<file path="config.mk">
export PLATFORM = sky130hd
export DESIGN_NAME = ufc_channel
export DESIGN_NICKNAME = d
export VERILOG_FILES = /design/src/logic/ufc_pkg.sv /design/src/logic/ufc_fifo.sv /design/src/logic/ufc_channel.sv
export SDC_FILE = /design/constraint.sdc
export NUM_CORES = 1
export LEC_CHECK = 0
export BUFFER_PORTS_ARGS = -buffer_cell sky130_fd_sc_hd__buf_2
export CORE_UTILIZATION = 50
export CTS_CLUSTER_DIAMETER = 100
export DETAILED_ROUTE_END_ITERATION = 8
export MAX_ROUTING_LAYER = met4
export PLACE_DENSITY = 0.67
export SLEW_MARGIN = 10
export SYNTH_ARGS = -nofsm -noshare
export SYNTH_HDL_FRONTEND = slang
export SYNTH_SLANG_ARGS = --single-unit
</file>
<file path="constraint.sdc">
create_clock -name clk -period 3.7 [get_ports clk]
set_input_delay 0.185 -clock clk [delete_from_list [all_inputs] [get_ports clk]]
set_output_delay 0.185 -clock clk [all_outputs]
set_load 0.05 [all_outputs]
</file>
<file path="src/logic/ufc_pkg.sv">
// constants for the uart fifo control and dma ready block
package ufc_pkg;
    localparam int          UFC_DATA_W      = 8;
    localparam int          UFC_ADDR_W      = 3;
    localparam int          UFC_DEPTH       = 16;
    localparam int          UFC_PTR_W       = 4;
    localparam int          UFC_CNT_W       = 5;
    // register offsets
    localparam logic [2:0]  UFC_OFS_DATA    = 3'h0;
    localparam logic [2:0]  UFC_OFS_CTRL    = 3'h2;
    localparam logic [2:0]  UFC_OFS_STATUS  = 3'h5;
    localparam logic [2:0]  UFC_OFS_ALTFN   = 3'h7;
    // fifo_control_reg fields
    localparam int          UFC_FC_EN       = 0;
    localparam int          UFC_FC_RX_RST   = 1;
    localparam int          UFC_FC_TX_RST   = 2;
    localparam int          UFC_FC_DMA      = 3;
    localparam int          UFC_FC_TRIG_LO  = 6;
    localparam int          UFC_FC_TRIG_HI  = 7;
    // alternate_function_reg field: multi-function pin carries rx ready
    localparam int          UFC_AF_RX_DMA_REQUEST_N    = 0;
    // status register fields
    localparam int          UFC_ST_RX_AVAIL = 0;
    localparam int          UFC_ST_TX_EMPTY = 1;
    localparam int          UFC_ST_TX_FULL  = 2;
    localparam int          UFC_ST_RX_TRIG  = 3;
    // receive trigger encodings and thresholds
    localparam logic [1:0]  UFC_TRIG_SEL0   = 2'h0;
    localparam logic [1:0]  UFC_TRIG_SEL1   = 2'h1;
    localparam logic [1:0]  UFC_TRIG_SEL2   = 2'h2;
    localparam logic [4:0]  UFC_TRIG_LVL0   = 5'h01;
    localparam logic [4:0]  UFC_TRIG_LVL1   = 5'h04;
    localparam logic [4:0]  UFC_TRIG_LVL2   = 5'h08;
    localparam logic [4:0]  UFC_TRIG_LVL3   = 5'h0E;
    // capacity with fifos off (holding register only) and on
    localparam logic [4:0]  UFC_CAP_ONE     = 5'h01;
    localparam logic [4:0]  UFC_CAP_FULL    = 5'h10;
    localparam logic [4:0]  UFC_CNT_ZERO    = 5'h00;
    localparam logic [7:0]  UFC_BYTE_ZERO   = 8'h00;
endpackage

</file>
<file path="src/logic/ufc_fifo.sv">
// sixteen entry byte fifo with flush and single-entry holding mode
`timescale 1ns/1ps
module ufc_fifo (
    // clock and reset
    input  wire logic                        clk,
    input  wire logic                        reset,
    // control
    input  wire logic                        flush,
    input  wire logic                        limit_one,
    // write side
    input  wire logic                        push,
    input  wire logic [ufc_pkg::UFC_DATA_W-1:0] push_data,
    // read side
    input  wire logic                        pop,
    output logic      [ufc_pkg::UFC_DATA_W-1:0] head,
    output logic      [ufc_pkg::UFC_CNT_W-1:0]  count,
    output logic                             full,
    output logic                             empty
);
    import ufc_pkg::*;

    logic [UFC_DATA_W-1:0] mem [UFC_DEPTH];
    logic [UFC_PTR_W-1:0]  wr_ptr;
    logic [UFC_PTR_W-1:0]  rd_ptr;
    wire                   push_ok;
    wire                   pop_ok;

    // refuse writes when full and reads when empty
    assign full    = count >= (limit_one ? UFC_CAP_ONE : UFC_CAP_FULL);
    assign empty   = count == UFC_CNT_ZERO;
    assign push_ok = push && !full;
    assign pop_ok  = pop && !empty;
    assign head    = mem[rd_ptr];

    // storage, one flop row per entry
    for (genvar i = 0; i < UFC_DEPTH; i++) begin : g_entry
        always_ff @(posedge clk) begin
            if (push_ok && wr_ptr == UFC_PTR_W'(i)) begin
                mem[i] <= push_data;
            end
        end
    end

    // pointers and count; flush only touches counters, never data or shifters
    always_ff @(posedge clk) begin
        if (reset || flush) begin
            wr_ptr <= '0;
            rd_ptr <= '0;
            count  <= UFC_CNT_ZERO;
        end else begin
            wr_ptr <= wr_ptr + UFC_PTR_W'(push_ok);
            rd_ptr <= rd_ptr + UFC_PTR_W'(pop_ok);
            count  <= count + UFC_CNT_W'(push_ok) - UFC_CNT_W'(pop_ok);
        end
    end
endmodule

</file>
<file path="src/logic/ufc_channel.sv">
// fifo control and dma ready signalling for one uart channel
// Operation
// - fifos on, dma mode 1: tx ready high only while tx fifo full
// - dma mode 1: tx ready low while any tx fifo location free
// - dma mode 1: rx ready low at trigger level or receive time-out
// - dma mode 1: rx ready stays low until rx fifo empty, then high
// - writing tx reset bit empties tx fifo, shifter untouched, bit self-clears
// - writing rx reset bit empties rx fifo, shifter untouched, bit self-clears
// - enable bit turns both fifos on; cleared disables both, reset default
// - other control bits ignored unless the same write sets enable
// - trigger field 00,01,10,11 selects 1, 4, 8, 14 characters
// - trigger in bits 7-6, dma mode bit 3, bits 5-4 read zero
// - mode 0 or fifos off: tx ready low when empty, high once loaded
// - mode 0: rx ready low while a character waits, high when none
//
// Design decisions made here: the register addresses and the strobed register port.
`timescale 1ns/1ps
module ufc_channel (
    // clock and reset
    input  wire logic                           clk,
    input  wire logic                           reset,
    // register port
    input  wire logic [ufc_pkg::UFC_ADDR_W-1:0] addr,
    input  wire logic [ufc_pkg::UFC_DATA_W-1:0] wdata,
    input  wire logic                           wr,
    input  wire logic                           rd,
    output logic      [ufc_pkg::UFC_DATA_W-1:0] rdata,
    // transmit shifter side
    input  wire logic                           tx_shift_load,
    output logic      [ufc_pkg::UFC_DATA_W-1:0] tx_char,
    output logic                                tx_char_valid,
    // receive shifter side
    input  wire logic                           rx_char_push,
    input  wire logic [ufc_pkg::UFC_DATA_W-1:0] rx_char,
    input  wire logic                           rx_timeout,
    // dma ready pins
    output logic                                tx_dma_request_n,
    output logic                                multi_function_pin
);
    import ufc_pkg::*;

    ////////////////////////////////////////////////////////////////////////////
    // register decode
    logic                 fifo_enable;
    logic                 dma_mode;
    logic [1:0]           rx_trig_sel;
    logic                 mf_rx_dma_request_n;
    logic                 rx_active;
    logic                 rx_dma_request_n;
    wire                  wr_data    = wr && addr == UFC_OFS_DATA;
    wire                  wr_ctrl    = wr && addr == UFC_OFS_CTRL;
    wire                  wr_altfn   = wr && addr == UFC_OFS_ALTFN;
    wire                  rd_data    = rd && addr == UFC_OFS_DATA;
    // a control write's bits other than enable count only with the enable bit set
    wire                  ctrl_take  = wr_ctrl && wdata[UFC_FC_EN];
    wire                  tx_flush   = ctrl_take && wdata[UFC_FC_TX_RST];
    wire                  rx_flush   = ctrl_take && wdata[UFC_FC_RX_RST];
    wire                  limit_one  = !fifo_enable;
    wire                  mode1      = fifo_enable && dma_mode;
    wire [UFC_DATA_W-1:0] tx_head;
    wire [UFC_DATA_W-1:0] rx_head;
    wire [UFC_CNT_W-1:0]  tx_count;
    wire [UFC_CNT_W-1:0]  rx_count;
    wire                  tx_full;
    wire                  tx_empty;
    wire                  rx_empty;
    logic [UFC_CNT_W-1:0] rx_trig_lvl;
    wire                  rx_trig_hit;

    ////////////////////////////////////////////////////////////////////////////
    // fifos; flush acts at the edge of the control write
    ufc_fifo u_tx_fifo (
        .clk       (clk),
        .reset     (reset),
        .flush     (tx_flush),
        .limit_one (limit_one),
        .push      (wr_data),
        .push_data (wdata),
        .pop       (tx_shift_load),
        .head      (tx_head),
        .count     (tx_count),
        .full      (tx_full),
        .empty     (tx_empty)
    );

    ufc_fifo u_rx_fifo (
        .clk       (clk),
        .reset     (reset),
        .flush     (rx_flush),
        .limit_one (limit_one),
        .push      (rx_char_push),
        .push_data (rx_char),
        .pop       (rd_data),
        .head      (rx_head),
        .count     (rx_count),
        .full      (),
        .empty     (rx_empty)
    );

    ////////////////////////////////////////////////////////////////////////////
    // trigger threshold lookup
    always_comb begin
        case (rx_trig_sel)
            UFC_TRIG_SEL0: rx_trig_lvl = UFC_TRIG_LVL0;
            UFC_TRIG_SEL1: rx_trig_lvl = UFC_TRIG_LVL1;
            UFC_TRIG_SEL2: rx_trig_lvl = UFC_TRIG_LVL2;
            default:       rx_trig_lvl = UFC_TRIG_LVL3;
        endcase
    end
    assign rx_trig_hit = rx_count >= rx_trig_lvl;

    // next values of the ready outputs
    wire next_rx_active = (rx_trig_hit || rx_timeout) ? 1'b1
                        : rx_empty ? 1'b0 : rx_active;
    wire next_tx_n      = mode1 ? tx_full : !tx_empty;
    wire next_rx_n      = mode1 ? !next_rx_active : rx_empty;
    // pin shows rx ready only once routed there; idles high otherwise
    wire next_mf        = mf_rx_dma_request_n ? next_rx_n : 1'b1;

    // readback mux; reserved bits 5-4 and reset bits read zero
    wire [UFC_DATA_W-1:0] ctrl_view =
        {rx_trig_sel, 2'b00, dma_mode, 2'b00, fifo_enable};
    wire [UFC_DATA_W-1:0] status_view =
        {4'h0, rx_trig_hit, tx_full, tx_empty, !rx_empty};
    wire [UFC_DATA_W-1:0] next_rdata =
        !rd                      ? UFC_BYTE_ZERO :
        addr == UFC_OFS_DATA     ? rx_head :
        addr == UFC_OFS_CTRL     ? ctrl_view :
        addr == UFC_OFS_STATUS   ? status_view :
        addr == UFC_OFS_ALTFN    ? {7'h00, mf_rx_dma_request_n} : UFC_BYTE_ZERO;

    ////////////////////////////////////////////////////////////////////////////
    // control register; a write with enable clear only disables
    always_ff @(posedge clk) begin
        if (reset) begin
            fifo_enable <= 1'b0;
            dma_mode    <= 1'b0;
            rx_trig_sel <= UFC_TRIG_SEL0;
            mf_rx_dma_request_n    <= 1'b0;
        end else begin
            if (wr_ctrl) begin
                fifo_enable <= wdata[UFC_FC_EN];
            end
            if (ctrl_take) begin
                dma_mode    <= wdata[UFC_FC_DMA];
                rx_trig_sel <= wdata[UFC_FC_TRIG_HI:UFC_FC_TRIG_LO];
            end
            if (wr_altfn) begin
                mf_rx_dma_request_n <= wdata[UFC_AF_RX_DMA_REQUEST_N];
            end
        end
    end

    // registered outputs; everything leaves from a flop
    always_ff @(posedge clk) begin
        if (reset) begin
            rx_active          <= 1'b0;
            tx_dma_request_n   <= 1'b0;
            rx_dma_request_n   <= 1'b1;
            multi_function_pin <= 1'b1;
            rdata              <= UFC_BYTE_ZERO;
            tx_char            <= UFC_BYTE_ZERO;
            tx_char_valid      <= 1'b0;
        end else begin
            rx_active          <= next_rx_active && mode1;
            tx_dma_request_n   <= next_tx_n;
            rx_dma_request_n   <= next_rx_n;
            multi_function_pin <= next_mf;
            rdata              <= next_rdata;
            tx_char            <= tx_head;
            tx_char_valid      <= !tx_empty && !tx_shift_load;
        end
    end
endmodule

</file>
==> flow_summary.yaml, run 1 <==
status:
  status: "complete, no violations"
synthesis:
  synth_top_family_by_area: "multiplexers"
  yosys-mux-area-fraction_pct: 14.4
  synth-xor-area-share_pct: 0.998
  synth_cell_types: 49
  synthesis.area_um2: 12300
  synth_edf_count: 256
  ys_warn_count: 0
  synth_compound_area_share_pct: 2.64
  ys.flop_type: "edfxtp_1"
  ys_seq_area_share_pct: 70.9
  synthSimpleGateAreaFrac_pct: 5.64
  syn_inst: 689
  synth_fp_nets: 749
  synthAdderAreaFrac_pct: 3.58
  synthArstFlopShare_pct: 0
  syn_avg_cell_area_um2: 17.8
  ys_ff_latch: 307
floorplan:
  die_w_um: 159
  ios: 45
  die_area_um2: 25200
  die_h_um: 159
  start_util_pct: 50.8
  placementRows: 57
  fp.coreArea_um2: 24200
timing:
  min_period_over_period_pct: 82.3
  finalSetupViolCount: 0
  skew_ns: 0.0199
  min_period_ns: 3.05
  rsz0062_at_grt: "no"
  hold_viol_final: 0
  slew_headroom_pct: 23.0
  fmax_ghz: 0.328
  setup_tns_ns: 0
  final_max_slew_viol_count: 0
  setup_slack_ns: 0.654
  worstMarginPinSlew_ns: 1.15
cells_and_area:
  final_layout_size_suffix_gt1_share_pct: 25.2
  diodes: 0
  final_common_cell: "edfxtp_1"
  multi_input_area_um2: 3350
  fillers: 1814
  nets: 838
  syn2layout_area_growth_pct: 14.1
  seqCellArea_um2: 8710
  final_cell_mix: "edfxtp_1, mux4_2, dfxtp_1, nor2_1, buf_2"
power:
  ir_worst_vdd_uv: 422
  p_leak_nw: 4.67
  powerDensity_nw_per_um2: 597
global_route:
  grt_max_degree: 26
  grt_pass1_vias: 6538
  antenna_found_initial: 0
  grt_use_total_pct: 21.1
  globalRouteOverflowTotal: 0
  grt_first_pass_wirelength_um: 38700
worst_hold_path:
  hold_path_end: "u_rx_fifo.mem[9][5]"
  min-delay-start: "rx_char[5]"
  hold_path_class: "primary input to flip-flop"
  min_path_cells: 1
clock_tree:
  cts_tree: "done"
  cts_buffers: 30
  cts-resized-gates: 0
  cts_sinks: 307
  clk_pin_slew_worst_paths_ns: 0.06
  clockRootBuffer: "clkbuf_16"
  clock_latency_ns: 0.55
  clock_path_buffers: 3
  htree_levels: 1
drt:
  drtPass1Iterations: 5
  drc: 0
  wl_per_cell_um: 22.3
  vias: 6419
  ant_nets: 0
  routed_wl_um: 25100
  drtIter0Drc: 487
  via_per_inst: 5.70
place:
  dpl_worst_slack_ns: 0.731
  gp_congestion: 0.836
  io_buffers: 44
  dp_hpwl_um: 16700
run:
  cap_viol_max_count: 0
worst_setup_path:
  path_class: "flip-flop to flip-flop"
  worstSetupStartpointType: "flip-flop"
  crit_fanout: 17
  r2r_start: "fifo_enable"
  r2r_slack_ns: 0.65
  r2r-end: "u_tx_fifo.count[4]"
  r2r_cells: 16
  critical_path_required_ns: 4.12
  crit_arrival_ns: 3.47
  worst_setup_path_end_kind: "flip-flop"
==> stage by stage <==
| stage | hold slack (ns) | utilization (%) | total power, mW | cell area (µm²) | std cells |
|---|---|---|---|---|---|
| 5_1_grt | 0.0236 | 58.0 | 8.70 | 14000 | 1126 |
| 3_5_place_dp | 0.367 | 54.1 | 5.58 | 13100 | 1068 |
| 3_3_place_gp | 0.375 | 54.1 | 5.52 | 13100 | 1068 |
| 2_1_floorplan | 0.261 | - | 5.18 | 12300 | 689 |
| 4_1_cts | 0.00209 | 58.0 | 8.43 | 14000 | 1126 |
| 6_report | 0.0178 | 58.0 | 8.37 | 14000 | 1126 |
==> worst max-delay path, cell delays in order (launching register included) <==
cell and delay [ns]:
dfxtp_1 0.45, inv_1 0.16, ha_1 0.31, inv_1 0.06, o2111ai_1 0.12, a21oi_1 0.25
nand3_1 0.11, buf_4 0.21, inv_1 0.09, ha_1 0.17, inv_1 0.05, fa_1 0.39
nor2_1 0.14, nor2_1 0.06, nor2_1 0.14, or3_1 0.14, a21oi_1 0.06
==> synth_stat cells (12+ instances only) <==
cell	number	area, µm²
inv_1	23	86.3
dfxtp_1	51	1020
a21oi_1	14	70.1
mux4_2	62	1400
buf_2	12	60.1
mux2i_1	27	270
nor3_1	18	90.1
nor2_1	48	180
nand2b_1	12	75.1
and2_1	13	81.3
ha_1	32	400
edfxtp_1	256	7690
==> report_power, final <==
group	switching, mW	total [mW]	internal (mW)
Clock	1.27	2.87	1.60
Sequential	0.176	4.07	3.90
Combinational	0.758	1.43	0.670
==> flip-flops by register name, summed over array words and instances (netlist names), 4 cells and up <==
name and count:
u_tx_fifo.wr_ptr 4, u_tx_fifo.mem 128, rdata 8, u_rx_fifo.rd_ptr 4
u_tx_fifo.count 5, u_rx_fifo.wr_ptr 4, u_tx_fifo.rd_ptr 4, u_rx_fifo.mem 128
u_rx_fifo.count 5, tx_char 8
==> layer usage <==
metal	global-route usage (%)	part of all wire [%]
met5	-	0
met4	7.24	3.6
met3	2.53	4.7
met2	35.9	51
met1	26.2	40
==> cell type report <==
| type | count | share of cell area, % |
|---|---|---|
| clock buffers | 33 | 5.58 |
| clock inverters | 23 | 1.09 |
| inverters | 23 | 0.615 |
| multi-input cells | 330 | 23.9 |
| flip-flops and latches | 307 | 62.1 |
| well taps | 324 | 2.89 |
| repair buffers | 86 | 3.85 |
==> how the worst max path moves through the flow <==
stage,from,cells past startpoint,endpoint
after floorplan,fifo_enable,16,u_tx_fifo.count[4]
after global placement,fifo_enable,16,u_tx_fifo.count[4]
after detailed placement,fifo_enable,16,u_tx_fifo.count[4]
after CTS,fifo_enable,16,u_tx_fifo.count[4]
after global routing,fifo_enable,16,u_tx_fifo.count[4]
final,fifo_enable,16,u_tx_fifo.count[4]
==> cell families after synthesis <==
family,count (synthesis)
flip-flops,307
AND/OR/NAND/NOR,137
multiplexers,94
buffers and inverters,52
AO/OA/AOI/OAI,51
adder cells (fa/ha/maj),34
XOR/XNOR,14
==> timing repair <==
action,4_1_cts,5_1_grt
hold buffers,2,0
endpoints found under the hold margin,6,0
setup buffers,0,0
(Power assumes the default switching activity.)
==> inputs of run 2 (changes only) <==
Clock period 3.7 ns to 3.1 ns, I/O delays scaled along.
==> run 2 against run 1 <==
Net effect:
- critical endpoint unchanged
- largest cell class unchanged
- global-route usage down 0.45 points
- highest routed layer unchanged
- die area is the same
- wire length decreased by 1.6%
- combinational power increased by 25%
- worst hold slack gained 0.0011 ns
==> flow_summary.yaml, run 2 (synthesis gave the netlist of run 1 again) <==
status:
  status: "complete, no violations"
cells_and_area:
  final_cell_mix: "edfxtp_1, mux4_2, buf_4, nor2_1, dfxtp_1"
  syn2layout_area_growth_pct: 15.6
  nets: 861
  design_area_um2: 14200
  utilization_pct: 58.8
  final_common_cell: "edfxtp_1"
  diodes: 0
  layout.cells.non_filler: 1148
  final_layout_size_suffix_gt1_share_pct: 25.6
  top_regs: "u_rx_fifo.mem: 128 flops, u_tx_fifo.mem: 128 flops"
place:
  dpl_worst_slack_ns: 0.300
  placed_cells: 1082
  gp_congestion: 0.826
  io_buffers: 44
  dpl_cell_area_um2: 13200
  dp_hpwl_um: 16600
timing:
  final_max_slew_viol_count: 0
  setup_slack_ns: 0.303
  timing.hold.ws_ns: 0.0189
  setup_tns_ns: 0
  hold_viol_final: 0
  skew_ns: 0.00837
  rsz0062_at_grt: "no"
  fmax_ghz: 0.358
  worstMarginPinSlew_ns: 0.955
  finalSetupViolCount: 0
  min_period_over_period_pct: 90.2
  slew_headroom_pct: 35.7
  min_period_ns: 2.80
clock_tree:
  htree_levels: 1
  cts_sinks: 307
  clock_latency_ns: 0.54
  cts_setup_buffers: 0
  cts_tree: "done"
  clk_pin_slew_worst_paths_ns: 0.06
  cts_buffers: 30
  clock_path_buffers: 3
  clockRootBuffer: "clkbuf_16"
floorplan:
  die_area_um2: 25200
  start_util_pct: 50.8
  placementRows: 57
  die_h_um: 159
  ios: 45
  die_w_um: 159
  fp.coreArea_um2: 24200
run:
  cap_viol_max_count: 0
worst_hold_path:
  min_path_cells: 1
  hold_path_class: "primary input to flip-flop"
drt:
  via_per_inst: 5.63
  drtIter0Drc: 547
  wl_per_cell_um: 21.5
  vias: 6464
  ant_nets: 0
  routed_wl_um: 24700
  drtPass1Iterations: 5
  drc: 0
power:
  powerDensity_nw_per_um2: 698
  p_total_mw: 9.92
  p_leak_nw: 4.79
  ir_worst_vdd_uv: 433
worst_setup_path:
  crit_fanout: 4
  r2r_cells: 15
  crit_arrival_ns: 3.22
  critical_path_required_ns: 3.52
  worstSetupStartpointType: "flip-flop"
  worst_setup_path_end_kind: "flip-flop"
  path_class: "flip-flop to flip-flop"
global_route:
  grt_pass1_vias: 6737
  grt_use_total_pct: 20.6
  globalRouteOverflowTotal: 0
  grt_max_degree: 24
  grt_first_pass_wirelength_um: 38100
  antenna_found_initial: 0
[run 2: cell count changes in the layout (fill, tap and decap cells not counted), sizes merged]
cell         before  now
buf              84   98
dlygate4sd3       2   11
clkbuf           33   41
clkinvlp          7    0
bufinv            1    0
clkinv           14   13
[run 2: final timing paths]
kind,startpoint,to,slack (ns)
worst max-delay path,u_tx_fifo.count[2],u_tx_fifo.count[4],0.30
worst min-delay path,wdata[4],u_tx_fifo.mem[0][4],0.02
worst max register to register,u_tx_fifo.count[2],u_tx_fifo.count[4],0.30
worst min register to register,mf_rx_dma_request_n,multi_function_pin,0.48
[run 2: what timing repair did]
action                                  in CTS  in global routing
resized for setup                            0                  1
hold buffers                                11                  0
hold endpoints to repair                   111                  0
endpoints found under the setup margin       0                  1
[run 2: report_power, final]
part / internal, mW / switching (mW) / leakage, nW / total (mW)
clock: 1.87 / 1.44 / 0.450 / 3.32
sequential: 4.65 / 0.162 / 2.72 / 4.81
combinational: 0.832 / 0.955 / 1.62 / 1.79
[run 2: layer usage]
layer	vias to the layer above	GRT usage (%)	share of wire, %
met4	0	6.44	2.9
met1	3306	24.9	40
met3	52	2.35	3.9
li1	2934	-	-
met2	172	36.3	53
met5	-	-	0
[run 2: critical path, cell delays in order, from the launching register on]
cell and delay (ns):
dfxtp_1 0.32, inv_1 0.12, ha_1 0.17, nand2b_1 0.07, or3_1 0.37, and2_1 0.20, ha_1 0.27, inv_1 0.05
ha_1 0.17, inv_1 0.07, fa_1 0.41, nor2_1 0.13, nor2_1 0.05, nor2_1 0.11, or3_1 0.12, a21oi_1 0.05
[run 2: area by class of cell]
cell class              count  area, µm²
clock buffers              41        833
clock inverters            14       71.3
fillers                  1762       9970
inverters                  23       86.3
multi-input cells         330       3350
flip-flops and latches    307       8710
well taps                 324        405
repair buffers            109        748
==> inputs of run 3 (changes only) <==
Settings changed: CTS_BUF_LIST from default to sky130_fd_sc_hd__clkbuf_8.
==> run 3 against run 2 <==
Net effect:
- setup slack got worse by 0.0030 ns
- combinational power about the same
- worst hold slack improved by 0.016 ns
- clock-buffer cell count increased by 13
- maximum frequency decreased by 0.11%
- sequential share of layout area decreased by 0.44 points
- cell area increased by 0.72%
- first-iteration DRC count increased by 2.9%
- via count increased by 1.3%
- register-to-register slack about the same
- core utilization increased by 0.42 points
- highest routed layer unchanged
==> flow_summary.yaml, run 3 (synthesis gave the netlist of run 1 again) <==
status:
  status: "complete, no violations"
floorplan:
  fp.coreArea_um2: 24200
  die_h_um: 159
  start_util_pct: 50.8
  ios: 45
  placementRows: 57
  die_area_um2: 25200
  die_w_um: 159
place:
  gp_congestion: 0.826
  dp_hpwl_um: 16600
  io_buffers: 44
drt:
  wl_per_cell_um: 20.9
  vias: 6549
  drc: 0
  drtPass1Iterations: 5
  drtIter0Drc: 563
  routed_wl_um: 24700
  via_per_inst: 5.53
  ant_nets: 0
timing:
  timing.hold.ws_ns: 0.0354
  worstMarginPinSlew_ns: 0.824
  fmax_ghz: 0.357
  min_period_over_period_pct: 90.3
  setup_tns_ns: 0
  skew_ns: 0.0173
  slew_headroom_pct: 44.6
  finalSetupViolCount: 0
  min_period_ns: 2.80
  rsz0062_at_grt: "no"
  hold_viol_final: 0
  final_max_slew_viol_count: 0
worst_setup_path:
  crit_fanout: 4
  r2r-end: "u_tx_fifo.count[4]"
  r2r_slack_ns: 0.30
  path_class: "flip-flop to flip-flop"
  r2r_cells: 15
  cp-startpoint: "u_tx_fifo.count[2]"
  crit_arrival_ns: 3.21
  r2r_start: "u_tx_fifo.count[2]"
  critical_path_required_ns: 3.51
  endpoint: "u_tx_fifo.count[4]"
  worstSetupStartpointType: "flip-flop"
  worst_setup_path_end_kind: "flip-flop"
global_route:
  grt_first_pass_wirelength_um: 38200
  grt_pass1_vias: 6947
  grt_use_total_pct: 20.7
  grt_max_degree: 24
  antenna_found_initial: 0
  globalRouteOverflowTotal: 0
power:
  p_leak_nw: 4.90
  ir_worst_vdd_uv: 451
  powerDensity_nw_per_um2: 694
  p_total_mw: 9.92
clock_tree:
  cts_buffers: 48
  clk_pin_slew_worst_paths_ns: 0.06
  cts_tree: "done"
  clock_latency_ns: 0.54
  clock_path_buffers: 3
  cts_sinks: 307
  clockRootBuffer: "clkbuf_8"
  htree_levels: 2
cells_and_area:
  final_cell_mix: "edfxtp_1, mux4_2, clkbuf_8, buf_4"
  final_layout_size_suffix_gt1_share_pct: 27.4
  nets: 884
  diodes: 0
  final_common_cell: "edfxtp_1"
  top_regs: "u_rx_fifo.mem: 128 flops, u_tx_fifo.mem: 128 flops"
  syn2layout_area_growth_pct: 16.4
run:
  cap_viol_max_count: 0
worst_hold_path:
  min-delay-start: "rx_char[6]"
  hold_path_class: "primary input to flip-flop"
==> run 3: cell count changes in the layout (fill, tap and decap cells not counted), moves of 3 or more <==
cell / before / now
inv_1: 23 / 35
clkbuf_8: 2 / 54
clkbuf_1: 8 / 0
dlygate4sd3_1: 11 / 16
clkbuf_16: 31 / 0
bufinv_16: 0 / 3
==> run 3: area by class of cell <==
type,count,area (µm²)
multi-input combinational,330,3350
sequential,307,8710
fill,1792,9870
tap,324,405
clock inverter,32,214
clock buffer,54,743
timing repair buffer,114,798
inverter,23,86.3
==> run 3: worst min-delay path by stage <==
stage | endpoint | depth (start not counted)
2_1_floorplan | tx_char_valid | 1
3_3_place_gp | tx_char_valid | 2
3_5_place_dp | tx_char_valid | 2
4_1_cts | u_tx_fifo.mem[6][1] | 1
5_1_grt | u_tx_fifo.mem[7][3] | 1
6_report | u_rx_fifo.mem[13][6] | 1
==> run 3: timing repair <==
| action | in CTS | in global routing |
|---|---|---|
| resized for setup | 0 | 1 |
| hold buffers | 16 | 0 |
| hold endpoints to repair | 98 | 0 |
| endpoints found under the setup margin | 0 | 1 |
| buffers inserted | 0 | 0 |
==> run 3: power by group <==
part           internal, mW  switching, mW
logic                 0.837          0.956
clock network          1.85           1.47
registers              4.65          0.161
==> run 3: per-stage QoR <==
step                      instances  util, %  area, µm²  setup slack (ns)
after floorplan                 689        -      12300             0.272
after global placement         1082     54.6      13200             0.402
after detailed placement       1082     54.6      13200             0.300
after CTS                      1184     59.2      14300             0.282
after global routing           1184     59.2      14300             0.107
final                          1184     59.2      14300             0.300
==> run 3: routing by layer <==
metal	global-route usage, %	wire [µm]	vias to the layer above
met5	-	0	-
met4	7.55	609	0
met3	3.40	1280	45
met2	36.1	13100	212
met1	24.1	9730	3303
li1	-	-	2989
==> run 3: critical path, cell delays in order (launching register included) <==
cell	delay, ns
dfxtp_1	0.31
inv_1	0.12
ha_1	0.17
nand2b_1	0.07
or3_1	0.37
and2_1	0.20
ha_1	0.26
inv_1	0.05
ha_1	0.17
inv_1	0.07
fa_1	0.41
nor2_1	0.14
nor2_1	0.05
nor2_1	0.11
or3_1	0.12
a21oi_1	0.06
